## config.mk

```make
export PLATFORM = sky130hd
export DESIGN_NAME = ycr_converter
export DESIGN_NICKNAME = d
export VERILOG_FILES = /design/src/ycr_pkg.sv /design/src/ycr_converter.sv /design/src/ycr_fifo.sv
export SDC_FILE = /design/constraint.sdc
export NUM_CORES = 1
export LEC_CHECK = 0
export ABC_AREA = 1
export BUFFER_PORTS_ARGS = -buffer_cell sky130_fd_sc_hd__buf_4
export CORE_MARGIN = 1.5
export CORE_UTILIZATION = 45
export DETAILED_ROUTE_END_ITERATION = 10
export SYNTH_ARGS = -nofsm -noshare
export SYNTH_HDL_FRONTEND = slang
export SYNTH_HIERARCHICAL = 1
export SYNTH_SLANG_ARGS = --single-unit
```

## constraint.sdc

```tcl
create_clock -name i_clk_sys -period 8.4 [get_ports i_clk_sys]
set_input_delay 0.84 -clock i_clk_sys [delete_from_list [all_inputs] [get_ports i_clk_sys]]
set_output_delay 0.84 -clock i_clk_sys [all_outputs]
set_load 0.02 [all_outputs]
```

## src/ycr_pkg.sv

```systemverilog
// package: constants, modes and coefficients for the self-path ycbcr to rgb converter
package ycr_pkg;
   // output format select
   typedef enum logic [1:0] {YCR_MODE_BYPASS, YCR_MODE_888, YCR_MODE_666, YCR_MODE_565} ycr_mode_t;
   // fixed point coefficients, scale 2^10
   localparam int YCR_FRAC = 10;
   localparam logic signed [12:0] YCR_K_Y = 13'sd1192;    // 1.164
   localparam logic signed [12:0] YCR_K_RCR = 13'sd1634;  // 1.596
   localparam logic signed [12:0] YCR_K_GCR = 13'sd833;   // 0.813
   localparam logic signed [12:0] YCR_K_GCB = 13'sd400;   // 0.391
   localparam logic signed [12:0] YCR_K_BCB = 13'sd2066;  // 2.018
   localparam logic signed [9:0] YCR_Y_OFS = 10'sd16;
   localparam logic signed [9:0] YCR_C_OFS = 10'sd128;
   localparam logic signed [23:0] YCR_ROUND = 24'sd512;
   localparam logic signed [23:0] YCR_MAX = 24'sd255;
   localparam logic [7:0] YCR_CHROMA_RST = 8'h80;
   localparam int YCR_FIFO_DEPTH = 4;
endpackage

```

## src/ycr_converter.sv

```systemverilog
// top: self-path ycbcr 4:2:2 to rgb converter with bypass
`timescale 1ns/1ns
module ycr_converter #(
   parameter int FIFO_DEPTH = ycr_pkg::YCR_FIFO_DEPTH
)(
   input wire logic i_clk_sys,
   input wire logic i_rst_b,
   input wire ycr_pkg::ycr_mode_t i_mode,
   input wire logic i_in_valid,
   output logic o_in_ack,
   input wire logic [7:0] i_in_luma,
   input wire logic [7:0] i_in_chroma,
   input wire logic i_in_cr_phase,
   output logic o_luma_valid,
   input wire logic i_luma_ack,
   output logic [23:0] o_selfpath_luma_port,
   output logic o_chroma_valid,
   output logic [7:0] o_selfpath_chroma_port
);
   import ycr_pkg::*;
   initial
   begin
      if (FIFO_DEPTH < 2) $error("fifo depth too small");
   end

   // saturating scale-back of one fixed point product sum
   function automatic logic [7:0] sat8(input logic signed [23:0] acc);
      logic signed [23:0] v;
      v = (acc + YCR_ROUND) >>> YCR_FRAC;
      if (v < 0) sat8 = 8'h00;
      else if (v > YCR_MAX) sat8 = 8'hff;
      else sat8 = v[7:0];
   endfunction

   // coefficient product widened first so the sum cannot wrap at operand width
   function automatic logic signed [23:0] mulk(input logic signed [9:0] d, input logic signed [12:0] k);
      mulk = 24'(d) * 24'(k);
   endfunction

   // held chroma of the previous pixel; cb/cr alternate on the chroma lane
   logic [7:0] cb_r;
   logic [7:0] cr_r;
   logic take;
   logic [7:0] cb_now;
   logic [7:0] cr_now;
   assign cb_now = i_in_cr_phase ? cb_r : i_in_chroma;
   assign cr_now = i_in_cr_phase ? i_in_chroma : cr_r;

   // the fifo holds the luma word and the chroma byte; the chroma byte is shown in bypass only
   logic fifo_in_ready;
   logic fifo_out_valid;
   logic [31:0] fifo_out;
   assign o_in_ack = fifo_in_ready;
   assign take = i_in_valid && fifo_in_ready;

   always_ff @(posedge i_clk_sys or negedge i_rst_b)
   begin
      if (!i_rst_b)
      begin
         cb_r <= YCR_CHROMA_RST;
         cr_r <= YCR_CHROMA_RST;
      end
      else if (take)
      begin
         if (i_in_cr_phase) cr_r <= i_in_chroma;
         else cb_r <= i_in_chroma;
      end
   end

   // signed offsets from the nominal black and zero-chroma points
   wire signed [9:0] y_d = $signed({2'b00, i_in_luma}) - YCR_Y_OFS;
   wire signed [9:0] cb_d = $signed({2'b00, cb_now}) - YCR_C_OFS;
   wire signed [9:0] cr_d = $signed({2'b00, cr_now}) - YCR_C_OFS;
   wire signed [23:0] y_t = mulk(y_d, YCR_K_Y);
   wire signed [23:0] r_acc = y_t + mulk(cr_d, YCR_K_RCR);
   wire signed [23:0] g_acc = y_t - mulk(cr_d, YCR_K_GCR) - mulk(cb_d, YCR_K_GCB);
   wire signed [23:0] b_acc = y_t + mulk(cb_d, YCR_K_BCB);
   wire [7:0] r8 = sat8(r_acc);
   wire [7:0] g8 = sat8(g_acc);
   wire [7:0] b8 = sat8(b_acc);

   // format packing: 666 and 565 clip low bits of the 888 result
   wire [23:0] pk888 = {r8, g8, b8};
   wire [23:0] pk666 = {6'h00, r8[7:2], g8[7:2], b8[7:2]};
   wire [23:0] pk565 = {8'h00, r8[7:3], g8[7:2], b8[7:3]};
   wire [23:0] pk_byp = {16'h0000, i_in_luma};
   wire [23:0] luma_word = (i_mode == YCR_MODE_888) ? pk888 :
                           (i_mode == YCR_MODE_666) ? pk666 :
                           (i_mode == YCR_MODE_565) ? pk565 : pk_byp;
   wire chroma_on = (i_mode == YCR_MODE_BYPASS);
   wire [31:0] fifo_in = {chroma_on, i_in_chroma, luma_word[22:0]};
   logic top_bit;
   // bit 23 rides separately because fifo_in is only 32 wide
   logic [31:0] fifo_pair;

   ycr_fifo #(.WIDTH(33), .DEPTH(FIFO_DEPTH)) u_fifo (
      .i_clk_sys(i_clk_sys),
      .i_rst_b(i_rst_b),
      .i_in_valid(i_in_valid),
      .o_in_ready(fifo_in_ready),
      .i_in_data({luma_word[23], fifo_in}),
      .o_out_valid(fifo_out_valid),
      .i_out_ready(i_luma_ack),
      .o_out_data({top_bit, fifo_pair})
   );
   assign fifo_out = fifo_pair;

   // both ports advance together off one fifo entry; stall reaches upstream
   assign o_luma_valid = fifo_out_valid;
   assign o_selfpath_luma_port = {top_bit, fifo_out[22:0]};
   assign o_chroma_valid = fifo_out_valid && fifo_out[31];
   assign o_selfpath_chroma_port = fifo_out[31] ? fifo_out[30:23] : 8'h00;
endmodule // ycr_converter

```

## src/ycr_fifo.sv

```systemverilog
// small valid/ready fifo used in front of the memory write unit
`timescale 1ns/1ns
module ycr_fifo #(
   parameter int WIDTH = 32,
   parameter int DEPTH = 4
)(
   input wire logic i_clk_sys,
   input wire logic i_rst_b,
   input wire logic i_in_valid,
   output logic o_in_ready,
   input wire logic [WIDTH-1:0] i_in_data,
   output logic o_out_valid,
   input wire logic i_out_ready,
   output logic [WIDTH-1:0] o_out_data
);
   localparam int AW = (DEPTH > 1) ? $clog2(DEPTH) : 1;
   initial
   begin
      if (DEPTH < 2 || (DEPTH & (DEPTH - 1)) != 0) $error("depth must be a power of two >= 2");
   end
   logic [WIDTH-1:0] mem_r [DEPTH];
   logic [AW-1:0] wr_r;
   logic [AW-1:0] rd_r;
   logic [AW:0] cnt_r;
   wire push = i_in_valid && o_in_ready;
   wire pop = o_out_valid && i_out_ready;
   // honest full and empty from the occupancy count
   assign o_in_ready = (cnt_r != (AW+1)'(DEPTH));
   assign o_out_valid = (cnt_r != '0);
   assign o_out_data = mem_r[rd_r];
   // storage, no reset needed on data
   always_ff @(posedge i_clk_sys)
   begin
      if (push) mem_r[wr_r] <= i_in_data;
   end
   // pointers and count
   always_ff @(posedge i_clk_sys or negedge i_rst_b)
   begin
      if (!i_rst_b)
      begin
         wr_r <= '0;
         rd_r <= '0;
         cnt_r <= '0;
      end
      else
      begin
         if (push) wr_r <= wr_r + 1'b1;
         if (pop) rd_r <= rd_r + 1'b1;
         cnt_r <= cnt_r + (AW+1)'(push) - (AW+1)'(pop);
      end
   end
endmodule // ycr_fifo

```

==> results.txt <==
status -> finished, final reports clean
Synth Flop Type -> edfxtp_1
Die X -> 198 microns
Root Driver -> clkbuf_16
PortBufs -> 57
R2R cell count -> 35
cell repeated most along the worst path -> inv_1
Core ar. -> 37,700 sq um
clock skew -> 13.4 ps
n_diodes -> 0
chip height -> 198 microns
DRC viols -> 0
drt initial violations -> 675
drt total wl -> 42.7 mm
Worst Setup Start Kind -> input port
Final ANT Viol Nets -> 0
Num Clock Sinks -> 155
starting density of the core -> 45.6%
cell taking the most area after synthesis -> ha_1
Rel. slew slack -> 22.6%
Final Hold Viols -> 0
HP Class -> in2async
Ports -> 58
WS Path Type -> in2reg
Gate Count Post-Synth -> 2,085
slowest CP cell -> fa_1
initial antenna violation count -> 0
Synth cell types -> 56
CP required -> 8510 ps
Seq/Total Area, Yosys -> 26.4%
FP Rows -> 71
Min Hold Slack -> 312 ps
drt pass-1 iters -> 8
most frequent cell after synthesis -> inv_1
Synth warnings -> 6
Syn Std Cell Area -> 17,200 sq um
worst-margin pin slew -> 1160 ps
largest net degree at the start of global routing -> 102
part of the cycle the worst path needs -> 94.1%
synth cell count leaders -> inv_1 (408), nand2_1 (394), ha_1 (320)
top post-synthesis cells by area -> ha_1 (23%), edfxtp_1 (23%), fa_1 (9.0%)
Synth Register Bits -> 155
Area Growth Syn to Fin -> 13.6%
H-tree Lvls -> 4
Mapped Nets -> 2,505
WP data arrival -> 8020 ps
gr usage total -> 22.6%
WL/cell -> 15.6 microns
CP endpoint kind -> flop
number of global-route vias before repair -> 13,400
FMAX -> 127 MHz
clk buf depth -> 2
first-pass GRT wire length -> 69.5 mm
top-area cell type share of the netlist area -> 23.3%
Slew Limit Fails -> 0
gpl congestion -> 0.915
crit-path max FO -> 7
Die ar. -> 39,400 sq um
Max-Cap Viols -> 0
syn avg cell area -> 8.25 sq um
grt ovf -> 0
Largest stage delay, worst path -> 540 ps
number of synthesized flops with an enable pin -> 132
Min Clock Period, post-route -> 7900 ps
Num CTS Buffers -> 17
DR vias/cell -> 5.04
Hold-fix buffers, CTS -> 0
Vias -> 13,800
dpl hpwl -> 35.2 mm
ys async rst share -> 14.8%
CTS tree -> yes
CTS clock-pin slew for the worst setup and hold paths -> 70 ps
share of cells above drive strength 1 -> 11.6%
final setup fails -> 0
setup tns final -> 0 ps
Final Net Count -> 2,637
Worst-Skew Late Latency -> 430 ps
==> worst max-delay path: cells and delay by family <==
family	cells	cell delay, ps
XOR/XNOR	1	130
buffers and inverters	11	770
AO/OA/AOI/OAI	6	950
AND/OR/NAND/NOR	9	1230
adder cells (fa/ha/maj)	10	4090
==> final timing paths <==
| path | end | slack [ps] | startpoint |
|---|---|---|---|
| min in group i_clk_sys | cr_r[3] | 490 | cr_r[3] |
| worst min-delay path | cr_r[2] | 310 | i_rst_b |
| max in group asynchronous | cb_r[7] | 7800 | i_rst_b |
| worst max-delay path | u_fifo/mem_r[2][10] | 500 | i_in_cr_phase |
| worst min register to register | cr_r[3] | 490 | cr_r[3] |
| worst max register to register | u_fifo/mem_r[2][10] | 660 | cb_r[5] |
==> flip-flops by register name, summed over array words and instances, names as in the netlist <==
name,count
cb_r,8
cr_r,8
u_fifo/cnt_r,3
u_fifo/mem_r,132
u_fifo/rd_r,2
u_fifo/wr_r,2
==> area by class of cell <==
cell class	count	area, sq um
Fill cell	3689	18100
Multi-Input combinational cell	1477	11000
Sequential cell	155	4540
Inverter	420	1580
Timing Repair Buffer	146	1110
Tap cell	511	639
Clock buffer	25	571
Clock inverter	7	61.3
==> cell families after synthesis <==
group	count (synthesis)	share of synthesized area, %
buffers and inverters	453	10.2
XOR/XNOR	76	4.02
AO/OA/AOI/OAI	277	9.13
AND/OR/NAND/NOR	727	17.9
flip-flops	155	26.4
adder cells (fa/ha/maj)	397	32.3
==> layout by cell type, fill, tap and decap left out, drive strengths merged <==
master     n
inv      420
nand2    411
ha       320
nor2     163
buf      146
o21ai    140
edfxtp   132
nand3    106
a21oi     94
fa        77
xor2      47
xnor2     29
clkbuf    25
dfrtp     21
nand4     18
o21bai    12
nor3      12
a21o       7
clkinv     7
nor4       6
a31oi      5
or2        4
o211ai     4
nand3b     2
and2       2
o221ai     2
a22oi      2
a21boi     2
o21a       2
o31ai      2
and3       2
dfstp      2
a221oi     1
o311ai     1
o22ai      1
o2111ai    1
a31o       1
nand2b     1
==> per-stage QoR <==
step	cells	setup slack, ps	utilization, %	area, sq um
detailed placement	2706	-183	49.8	18800
CTS	2738	227	51.5	19400
finish	2741	495	51.9	19500
floorplan	2085	87.5	-	17200
global route	2741	-20.4	51.9	19500
global placement	2706	-79.6	49.8	18800
==> what timing repair did <==
| action | in CTS | in global routing |
|---|---|---|
| hold endpoints to repair | 0 | 0 |
| resized for setup | 0 | 29 |
| buffers inserted | 0 | 3 |
| setup endpoints to repair | 0 | 44 |
==> routing by layer <==
metal  routed length [microns]  track usage (%)  up-vias
met4                       848             5.89        0
met5                         0                0        -
met3                      1300             2.02       40
li1                          -                -     7029
met1                     20500             30.9     6511
met2                     20100             38.5      231
Power is left out: the tool's default activity adds up to more than one toggle a clock period on the data nets, which glitch-free logic cannot reach.
